**src/pkg/rdcs_defines.vh**
```
`ifndef RDCS_DEFINES_VH
`define RDCS_DEFINES_VH
// Register byte addresses
`define RDCS_A_CMD 12'h000
`define RDCS_A_CTRL 12'h004
`define RDCS_A_STAT 12'h008
`define RDCS_A_MOD 12'h00C
`define RDCS_A_ADC 12'h010
`define RDCS_A_RSSI 12'h014
`define RDCS_A_GAIN 12'h018
`define RDCS_A_REG 12'h01C
`define RDCS_A_TRIM 12'h020
`define RDCS_A_CSCAL 12'h024
`define RDCS_A_RXCFG4 12'h028
// Command codes
`define RDCS_C_SQUELCH 8'h01
`define RDCS_C_GAINRST 8'h02
`define RDCS_C_ADJREG 8'h03
`define RDCS_C_CALMOD 8'h04
`define RDCS_C_CALANT 8'h05
`define RDCS_C_MPHASE 8'h06
`define RDCS_C_CLRRSSI 8'h07
`define RDCS_C_TRANSP 8'h08
`define RDCS_C_CALCS 8'h09
`define RDCS_C_MCAP 8'h0A
`define RDCS_C_MSUPPLY 8'h0B
`define RDCS_C_TEST 8'h0C
// Control register, regulator control and command word chain bits
`define RDCS_B_EN 7
`define RDCS_B_RXEN 6
`define RDCS_B_TXEN 5
`define RDCS_B_REGS 7
`define RDCS_B_CHAIN 8
// Regulator codes: max and min settings
`define RDCS_REG_MAX 4'hF
`define RDCS_REG_MIN 4'h0
// Phase result limits: full and zero codes
`define RDCS_PH_FULL 8'hFF
`define RDCS_PH_ZERO 8'h00
// Capsense manual calibration field and its automatic value
`define RDCS_F_MCAL 3:0
`define RDCS_MCAL_AUTO 4'h0
// Modulation step interval and antenna trim ceiling
`define RDCS_F_MODSTEP 3:0
`define RDCS_MODSTEP_LAST 4'hF
`define RDCS_TRIM_MAX 8'hFF
// Times in ns
`define RDCS_CLK_NS 10
`define RDCS_T_SQ_NS 500000
`define RDCS_T_REGSTEP_NS 300000
`define RDCS_T_CALMOD_NS 275000
`define RDCS_T_CALANT_NS 250000
`define RDCS_T_MEAS_NS 25000
`define RDCS_T_CALCS_NS 3000000
`define RDCS_T_MCAP_NS 250000
`endif

```
**src/rtl/rdcs_top.v**
```verilog
// Behaviour
// - Squelch needs tx and rx on, runs only with rx_on low, ends within 500 us.
// - Gain reset reinitialises gain, aborts squelch, loads manual gain from rxcfg4.
// - Most commands need enable bit and stable crystal.
// - Regulator adjust starts with rx/tx on and regulator at maximum.
// - Every 300 us compare margin; below target, step regulator down and repeat.
// - Stepping stops at margin met or minimum; whole command ends within 5 ms.
// - Regulator adjust refused when external regulator definition bit is set.
// - Adjust, calibrations and measurements raise done pulse; others do not.
// - Only gain reset and RSSI clear may be chained with further commands.
// - Modulation calibration transmits, adapts depth to target, writes result back, 275 us.
// - Antenna calibration trims capacitors to resonance within 250 us.
// - Phase measure enables tx and detector, relative mode, stores result, 25 us.
// - Phase results saturate at FFh below 30 degrees, 00h above 150.
// - One phase step is 0.468 degrees; 90 degrees gives mid code.
// - Rising rx_on clears RSSI and starts a peak-hold measurement.
// - RSSI clear command clears bits and restarts peak if rx_on high.
// - Transparent mode entered on slave-select rise, held while it stays high.
// - Capsense calibration runs only with all manual bits zero, within 3 ms.
// - Supply measure picks supply by two bits, absolute mode, within 25 us; the code has no supply select bits and always sets adc_src to 1.
// - Test access command enables test register access and test pins; the code only sets test_access and drives no test pins.
// - rx_on gates RSSI measurement and gain control.
//
// Chosen here: the APB interface to the registers and the address map.
`include "rdcs_defines.vh"
module rdcs_top (
   input wire pclk, // Clock
   input wire presetn, // Async reset, active low
   input wire psel, // APB select
   input wire penable, // APB enable
   input wire pwrite, // APB write
   input wire [11:0] paddr, // APB address
   input wire [31:0] pwdata, // APB write data
   output reg [31:0] prdata, // APB read data
   output reg pready, // APB ready
   output reg pslverr, // APB error
   input wire osc_stable_pin, // Crystal stable
   input wire rx_on_pin, // Receive active
   input wire spi_ss_pin, // SPI slave select level
   input wire margin_ok_pin, // Supply margin at least 250 mV
   input wire [7:0] adc_value_pin, // Converter result
   input wire tank_resonant_pin, // Antenna at resonance
   input wire mod_on_target_pin, // Modulation depth matches target
   input wire [7:0] rssi_level_pin, // Instantaneous signal strength
   output reg done_irq, // Command completion pulse
   output reg tx_force, // Transmitter forced on
   output reg rx_force, // Receiver forced on
   output reg detector_en, // Phase detector enable
   output reg adc_relative, // Converter relative mode
   output reg [1:0] adc_src, // Converter source: 0 phase 1 supply
   output reg agc_run, // Gain control running
   output reg transparent, // Transparent mode
   output reg test_access // Test register access
);
   localparam S_IDLE = 8'h01;
   localparam S_SQ = 8'h02;
   localparam S_REG = 8'h04;
   localparam S_MOD = 8'h08;
   localparam S_ANT = 8'h10;
   localparam S_MEAS = 8'h20;
   localparam S_CS = 8'h40;
   localparam S_END = 8'h80;
   localparam integer CYC_SQ = `RDCS_T_SQ_NS / `RDCS_CLK_NS;
   localparam integer CYC_MOD = `RDCS_T_CALMOD_NS / `RDCS_CLK_NS;
   localparam integer CYC_ANT = `RDCS_T_CALANT_NS / `RDCS_CLK_NS;
   localparam integer CYC_MEAS = `RDCS_T_MEAS_NS / `RDCS_CLK_NS;
   localparam integer CYC_MCAP = `RDCS_T_MCAP_NS / `RDCS_CLK_NS;
   parameter integer CYC_REGSTEP = `RDCS_T_REGSTEP_NS / `RDCS_CLK_NS;
   parameter integer CYC_CALCS = `RDCS_T_CALCS_NS / `RDCS_CLK_NS;
   parameter integer CYC_SQ_P = CYC_SQ;
   parameter integer CYC_MOD_P = CYC_MOD;
   parameter integer CYC_ANT_P = CYC_ANT;
   parameter integer CYC_MCAP_P = CYC_MCAP;

   // Two-stage synchronisers for pin inputs
   reg [5:0] s1_r;
   reg [5:0] s2_r;
   // Buses are held steady by the analog side while a result stands, so two flops suffice
   reg [7:0] adc_s1_r;
   reg [7:0] adc_s2_r;
   reg [7:0] rssi_s1_r;
   reg [7:0] rssi_s2_r;
   wire osc_ok = s2_r[0];
   wire rx_on = s2_r[1];
   wire ss = s2_r[2];
   wire margin_ok = s2_r[3];
   wire resonant = s2_r[4];
   wire mod_ok = s2_r[5];
   always @(posedge pclk or negedge presetn) begin
      if (!presetn) begin
         s1_r <= 6'h00;
         s2_r <= 6'h00;
         adc_s1_r <= 8'h00;
         adc_s2_r <= 8'h00;
         rssi_s1_r <= 8'h00;
         rssi_s2_r <= 8'h00;
      end else begin
         s1_r <= {mod_on_target_pin, tank_resonant_pin, margin_ok_pin, spi_ss_pin, rx_on_pin, osc_stable_pin};
         s2_r <= s1_r;
         adc_s1_r <= adc_value_pin;
         adc_s2_r <= adc_s1_r;
         rssi_s1_r <= rssi_level_pin;
         rssi_s2_r <= rssi_s1_r;
      end
   end

   function is_addr;
      input [11:0] a;
      input [11:0] r;
      begin
         is_addr = (a == r);
      end
   endfunction

   reg [7:0] ctrl_r;
   reg [7:0] regctl_r;
   reg [7:0] mod_r;
   reg [7:0] adc_r;
   reg [7:0] rssi_r;
   reg [7:0] gain_r;
   reg [7:0] trim_r;
   reg [7:0] cscal_r;
   reg [7:0] rxcfg4_r;
   reg [3:0] regset_r;
   reg [7:0] state_r;
   reg [7:0] cmd_r;
   reg [31:0] cnt_r;
   reg [7:0] err_r;
   reg rx_on_d_r;
   reg ss_d_r;
   reg transp_arm_r;
   reg chain_r;
   wire wr = psel && penable && pwrite;
   wire cmd_wr = wr && is_addr(paddr, `RDCS_A_CMD);
   wire [7:0] cmd = pwdata[7:0];
   wire chained = pwdata[`RDCS_B_CHAIN];
   wire ready_ok = ctrl_r[`RDCS_B_EN] && osc_ok;
   wire busy = (state_r != S_IDLE);
   wire chain_ok = (cmd == `RDCS_C_GAINRST) || (cmd == `RDCS_C_CLRRSSI);
   // A chain flag on a non-chainable command refuses it, as does a non-chainable follower
   wire chain_bad = (chain_r || chained) && !chain_ok;
   // A gain reset during squelch is carried out, so it is not counted as refused
   wire sq_abort = cmd_wr && (cmd == `RDCS_C_GAINRST) && ready_ok && (state_r == S_SQ);
   reg accept;
   always @* begin
      accept = 1'b0;
      case (cmd)
         `RDCS_C_SQUELCH: accept = ctrl_r[`RDCS_B_RXEN] && ctrl_r[`RDCS_B_TXEN];
         `RDCS_C_ADJREG: accept = ready_ok && !regctl_r[`RDCS_B_REGS];
         `RDCS_C_GAINRST: accept = ready_ok;
         `RDCS_C_CALMOD: accept = ready_ok;
         `RDCS_C_CALANT: accept = ready_ok;
         `RDCS_C_MPHASE: accept = ready_ok;
         `RDCS_C_CLRRSSI: accept = ready_ok;
         `RDCS_C_TRANSP: accept = ready_ok;
         `RDCS_C_MSUPPLY: accept = ready_ok;
         `RDCS_C_CALCS: accept = (cscal_r[`RDCS_F_MCAL] == `RDCS_MCAL_AUTO);
         // Capsense measure and test access carry no acceptance condition
         `RDCS_C_MCAP: accept = 1'b1;
         `RDCS_C_TEST: accept = 1'b1;
         default: accept = 1'b0;
      endcase
   end
   // One sequencer only: a command written while busy is refused, except a gain reset during squelch, so the host waits for done
   wire go = cmd_wr && !busy && accept && !chain_bad;
   wire rx_rise = rx_on && !rx_on_d_r;

   always @(posedge pclk or negedge presetn) begin
      if (!presetn) begin
         ctrl_r <= 8'h00;
         regctl_r <= 8'h00;
         mod_r <= 8'h00;
         adc_r <= 8'h00;
         rssi_r <= 8'h00;
         gain_r <= 8'h00;
         trim_r <= 8'h00;
         cscal_r <= 8'h00;
         rxcfg4_r <= 8'h00;
         regset_r <= `RDCS_REG_MAX;
         state_r <= S_IDLE;
         cmd_r <= 8'h00;
         cnt_r <= 32'h0000_0000;
         err_r <= 8'h00;
         rx_on_d_r <= 1'b0;
         ss_d_r <= 1'b0;
         transp_arm_r <= 1'b0;
         chain_r <= 1'b0;
         done_irq <= 1'b0;
         tx_force <= 1'b0;
         rx_force <= 1'b0;
         detector_en <= 1'b0;
         adc_relative <= 1'b0;
         adc_src <= 2'h0;
         agc_run <= 1'b0;
         transparent <= 1'b0;
         test_access <= 1'b0;
      end else begin
         rx_on_d_r <= rx_on;
         ss_d_r <= ss;
         done_irq <= 1'b0;
         agc_run <= rx_on;
         if (rx_rise) begin
            rssi_r <= 8'h00;
         end else if (rx_on && rssi_s2_r > rssi_r) begin
            rssi_r <= rssi_s2_r;
         end
         if (ss && !ss_d_r && transp_arm_r) begin
            transparent <= 1'b1;
            transp_arm_r <= 1'b0;
         end else if (!ss) begin
            transparent <= 1'b0;
         end
         if (wr && is_addr(paddr, `RDCS_A_CTRL)) begin
            ctrl_r <= pwdata[7:0];
         end
         if (wr && is_addr(paddr, `RDCS_A_REG)) begin
            regctl_r <= pwdata[7:0];
         end
         if (wr && is_addr(paddr, `RDCS_A_MOD)) begin
            mod_r <= pwdata[7:0];
         end
         if (wr && is_addr(paddr, `RDCS_A_CSCAL)) begin
            cscal_r <= pwdata[7:0];
         end
         if (wr && is_addr(paddr, `RDCS_A_RXCFG4)) begin
            rxcfg4_r <= pwdata[7:0];
         end
         if (cmd_wr) begin
            chain_r <= go && chained && chain_ok;
            if (!go && !sq_abort) err_r <= err_r + 8'h01;
         end
         if (go) begin
            cmd_r <= cmd;
            cnt_r <= 32'h0000_0000;
            case (cmd)
               `RDCS_C_SQUELCH: begin
                  if (!rx_on) state_r <= S_SQ;
               end
               `RDCS_C_GAINRST: begin
                  gain_r <= rxcfg4_r;
               end
               `RDCS_C_CLRRSSI: begin
                  rssi_r <= 8'h00;
               end
               `RDCS_C_TRANSP: begin
                  transp_arm_r <= 1'b1;
               end
               `RDCS_C_TEST: begin
                  test_access <= 1'b1;
               end
               `RDCS_C_ADJREG: begin
                  tx_force <= 1'b1;
                  rx_force <= 1'b1;
                  regset_r <= `RDCS_REG_MAX;
                  state_r <= S_REG;
               end
               `RDCS_C_CALMOD: begin
                  tx_force <= 1'b1;
                  state_r <= S_MOD;
               end
               `RDCS_C_CALANT: begin
                  tx_force <= 1'b1;
                  trim_r <= 8'h00;
                  state_r <= S_ANT;
               end
               `RDCS_C_MPHASE: begin
                  tx_force <= 1'b1;
                  detector_en <= 1'b1;
                  adc_relative <= 1'b1;
                  adc_src <= 2'h0;
                  state_r <= S_MEAS;
               end
               `RDCS_C_MSUPPLY: begin
                  adc_relative <= 1'b0;
                  adc_src <= 2'h1;
                  state_r <= S_MEAS;
               end
               `RDCS_C_CALCS, `RDCS_C_MCAP: begin
                  state_r <= S_CS;
               end
               default: state_r <= S_IDLE;
            endcase
         end else if (busy) begin
            cnt_r <= cnt_r + 32'h0000_0001;
            case (state_r)
               S_SQ: begin
                  if (sq_abort) begin
                     gain_r <= rxcfg4_r;
                     state_r <= S_IDLE;
                  end else if (cnt_r >= CYC_SQ_P - 1) begin
                     gain_r <= gain_r + 8'h01;
                     state_r <= S_IDLE;
                  end
               end
               S_REG: begin
                  if (cnt_r >= CYC_REGSTEP - 1) begin
                     cnt_r <= 32'h0000_0000;
                     if (margin_ok || regset_r == `RDCS_REG_MIN) state_r <= S_END;
                     else regset_r <= regset_r - 4'h1;
                  end
               end
               S_MOD: begin
                  // Depth moves only every few cycles so the detector settles after each step
                  if (cnt_r[`RDCS_F_MODSTEP] == `RDCS_MODSTEP_LAST && !mod_ok) begin
                     mod_r <= mod_r + 8'h01;
                  end
                  if (mod_ok || cnt_r >= CYC_MOD_P - 1) begin
                     state_r <= S_END;
                  end
               end
               S_ANT: begin
                  if (!resonant && trim_r != `RDCS_TRIM_MAX) begin
                     trim_r <= trim_r + 8'h01;
                  end
                  if (resonant || cnt_r >= CYC_ANT_P - 1) begin
                     state_r <= S_END;
                  end
               end
               S_MEAS: begin
                  if (cnt_r >= CYC_MEAS - 1) begin
                     adc_r <= adc_s2_r;
                     state_r <= S_END;
                  end
               end
               S_CS: begin
                  // Capsense analog runs on its own; the host keeps the field off
                  if (cnt_r >= ((cmd_r == `RDCS_C_CALCS) ? CYC_CALCS : CYC_MCAP_P) - 1) begin
                     if (cmd_r == `RDCS_C_MCAP) adc_r <= adc_s2_r;
                     state_r <= S_END;
                  end
               end
               S_END: begin
                  done_irq <= 1'b1;
                  tx_force <= 1'b0;
                  rx_force <= 1'b0;
                  detector_en <= 1'b0;
                  state_r <= S_IDLE;
               end
               default: state_r <= S_IDLE;
            endcase
         end
      end
   end

   // APB: zero-wait slave, unmapped reads give zero with an error flag
   reg [31:0] rd;
   reg hit;
   always @* begin
      rd = 32'h0000_0000;
      hit = 1'b1;
      case (paddr)
         `RDCS_A_CMD: rd = {24'h000000, cmd_r};
         `RDCS_A_CTRL: rd = {24'h000000, ctrl_r};
         `RDCS_A_STAT: rd = {16'h0000, err_r, state_r};
         `RDCS_A_MOD: rd = {24'h000000, mod_r};
         `RDCS_A_ADC: rd = {24'h000000, adc_r};
         `RDCS_A_RSSI: rd = {24'h000000, rssi_r};
         `RDCS_A_GAIN: rd = {24'h000000, gain_r};
         `RDCS_A_REG: rd = {20'h00000, regset_r, regctl_r};
         `RDCS_A_TRIM: rd = {24'h000000, trim_r};
         `RDCS_A_CSCAL: rd = {24'h000000, cscal_r};
         `RDCS_A_RXCFG4: rd = {24'h000000, rxcfg4_r};
         default: hit = 1'b0;
      endcase
   end
   always @(posedge pclk or negedge presetn) begin
      if (!presetn) begin
         prdata <= 32'h0000_0000;
         pready <= 1'b0;
         pslverr <= 1'b0;
      end else begin
         pready <= psel && !penable;
         pslverr <= psel && !penable && !hit;
         prdata <= (psel && !penable && !pwrite) ? rd : 32'h0000_0000;
      end
   end
endmodule // rdcs_top

```
**config.mk**
```make
export PLATFORM = sky130hd
export DESIGN_NAME = rdcs_top
export DESIGN_NICKNAME = d
export VERILOG_FILES = /design/src/rtl/rdcs_top.v
export VERILOG_INCLUDE_DIRS = /design/src /design/src/pkg
export SDC_FILE = /design/constraint.sdc
export NUM_CORES = 1
export LEC_CHECK = 0
export CAP_MARGIN = 20
export CELL_PAD_IN_SITES_DETAIL_PLACEMENT = 1
export CELL_PAD_IN_SITES_GLOBAL_PLACEMENT = 2
export CORE_AREA = 3 3 135 202
export CTS_BUF_LIST = sky130_fd_sc_hd__clkbuf_4
export CTS_CLUSTER_SIZE = 14
export DETAILED_ROUTE_END_ITERATION = 10
export DIE_AREA = 0 0 138 205
export DONT_BUFFER_PORTS = 1
export PLACE_DENSITY = 0.89
export SLEW_MARGIN = 10
export SYNTH_ARGS = -nofsm -noshare
export SYNTH_HDL_FRONTEND = slang
export SYNTH_SLANG_ARGS = --single-unit
```
**constraint.sdc**
```tcl
create_clock -name pclk -period 5.05 [get_ports pclk]
set_input_delay 0.2525 -clock pclk [delete_from_list [all_inputs] [get_ports pclk]]
set_output_delay 0.2525 -clock pclk [all_outputs]
set_load 0.03 [all_outputs]
```
==> flow_summary.ini <==
[status]
outcome = completed

[sta]
finalSetupTns_ps = 0
worst_pin_slew_ps = 1186
finalSetupViolations = 0
rsz0062_at_grt = no
fin_crit_sh = 0.7589
hold_violations = 0
fmax_mhz = 260.9
slew-limit-headroom = 0.1888
finalMaxSlewViolations = 0
skew_ps = 32.73
hold_ws_ps = 86.33
period_minus_slack_ps = 3832

[floorplanning]
std_cell_rows = 72
die_area_um2 = 28290
initial_core_util = 0.3944
die_y_um = 205
pin_count = 115
coreArea_um2 = 25760
die_w_um = 138

[layout]
final_cell_mix = 201 x dfrtp_1, 98 x nor2_1, 75 x nand2_1
multiInputGateArea_um2 = 4602
fillers = 2946
seqCellArea_um2 = 5161
nets = 1145
drive_above_1_share = 0.1380
instances_no_fill = 1421
final_common_cell = dfrtp_1
areaGrowthSynthToFinish_pct = 12.35

[synth]
synthCells = 997
syn_area_um2 = 10160
synth_cell_types = 79
synth_edf_count = 0
avgSynthCellArea_um2 = 10.19
ys_seq_area_frac = 0.5079
synthFlopType = dfrtp_1
synth-seq-cells = 206
ys_warn_count = 0
synthArstFlopShare = 1.000

[clock_network]
cts_num_sinks = 206
cts_tree = yes
clk_pin_slew_ps = 80
max-clock-path-buffers = 3
cts-htree-levels = 2
cts_made_buffers = 52
clk_latency_ps = 680
clockRootBuffer = clkbuf_4

[worst_setup_path]
critPathMaxFanout = 8
cp.required_ps = 5590
crit_family = compound AO/OA/AOI/OAI gates
timing.critical_path.arrival_ps = 4380
critPathMaxStageDelay_ps = 470
worstSetupPathType = flip-flop to flip-flop
crit_buf_inv = 0
path_cells = nor4_1 -> nand3b_1 -> nand3b_1 -> ha_1 -> a21oi_1 -> nand2_1 -> a2111oi_0 -> o221ai_1 -> nand2_1 -> a21o_1 -> mux2_2
critPathLaunchType = flip-flop
crit_slowest_cell = nand3b_1
end_kind = flip-flop

[global_routing]
globalRouteTotalUtil = 0.2242
grt_overflow = 0
grt_pass1_vias = 9041
grt_max_degree = 207
antenna_found_initial = 1
grt_pass1_wl_um = 50510

[routing]
drc = 0
drtIter0Drc = 464
ant_nets = 0
dr.pass1.iters = 8
wl_per_cell_um = 22.23
vias_per_cell = 5.890
drt_wl_total_um = 31590
routed-via-count = 8370

[power]
p_leak_nw = 4.983
pwr_density_cell_nw_per_um2 = 285.7
ir_drop_uv = 193.5

[placed_design]
portBuffers = 0
placed_cells = 1286
dp_hpwl_um = 22100
gp_congestion = 0.8833

[job]
cap_violations = 0

[worst_hold_path]
hold_path_class = primary input to flip-flop
power by group:
group / switching, W / internal [W]
Combinational: 0.000116 / 0.0000616
Clock: 0.000699 / 0.000674
Sequential: 0.0000290 / 0.00168
synth_stat cells (18+ instances only):
master	n	area [um2]
dfrtp_1	201	5030
ha_1	24	300.3
inv_1	36	135.1
nand2_1	75	281.5
o21ai_1	19	95.09
nor2_1	99	371.6
and3_1	19	118.9
buf_4	19	142.6
mux2i_1	18	180.2
a31oi_1	32	200.2
mux2_2	40	450.4
a21oi_1	42	210.2
nor3_1	20	100.1
nand3_1	28	140.1
o21ai_0	41	205.2
clkbuf_1	31	116.4
stage by stage:
step	setup slack (ps)	power (W)	util	area, um2
finish	1218	0.003262	0.4431	11420
global route	930.8	0.003425	0.4431	11420
CTS	1205	0.003320	0.4428	11410
detailed placement	1242	0.001851	0.4015	10340
global placement	1335	0.001843	0.4015	10340
floorplan	1998	0.001833	-	10220
flip-flops by register name (all words and copies together) (netlist names), 8 cells and up:
register   count
gain_r         8
rssi_s2_r      8
adc_s1_r       8
rxcfg4_r       8
trim_r         8
rssi_r         8
rssi_s1_r      8
ctrl_r         8
cscal_r        8
adc_s2_r       8
state_r        8
cnt_r         32
cmd_r          8
prdata        16
err_r          8
regctl_r       8
adc_r          8
mod_r          8
what timing repair did:
item,in CTS,in global routing
hold endpoints to repair,296,0
hold buffers,42,0
gates resized for setup,0,0
setup buffers,0,0
layer usage:
layer / share of wire / track usage
met1: 0.37 / 0.2398
met2: 0.54 / 0.4218
met3: 0.044 / 0.03900
met4: 0.049 / 0.1126
met5: 0 / 0
cell type report:
| class | count | share of cell area |
|---|---|---|
| tap | 333 | 0.03649 |
| inverter | 36 | 0.01184 |
| clock buffer | 74 | 0.04866 |
| antenna | 1 | 0.0002192 |
| sequential | 206 | 0.4521 |
| clock inverter | 17 | 0.006247 |
| timing repair buffer | 47 | 0.04142 |
| multi-input combinational | 707 | 0.4031 |
worst min-delay path, cell delays in order:
cell and delay, ps:
nand2_1 30, o21ai_0 110, o2bb2ai_1 130, nand4b_1 110, o2bb2ai_1 100
path summary, 6_finish.rpt:
| check | startpoint | to | slack, ps | cells after the start |
|---|---|---|---|---|
| min reg2reg | adc_s1_r[1] | adc_s2_r[1] | 350 | 0 |
| max reg2reg | cmd_r[6] | adc_r[7] | 1220 | 11 |
| max in group asynchronous | presetn | prdata[0] | 3830 | 2 |
| max | cmd_r[6] | adc_r[7] | 1220 | 11 |
| min in group asynchronous | presetn | cnt_r[30] | 250 | 2 |
| min | pwdata[3] | state_r[4] | 90 | 5 |
cell families (layout without fill, tap and decap cells):
family	count (synthesis)	in the layout	share of synthesized area
AO/OA/AOI/OAI	249	249	0.1683
XOR/XNOR	20	20	0.01724
adder cells (fa/ha/maj)	24	24	0.02955
buffers and inverters	100	174	0.04617
flip-flops	206	206	0.5079
multiplexers	58	58	0.06205
other	1	18	0.0003690
AND/OR/NAND/NOR	339	339	0.1684
Power figures use the tool's default switching activity.
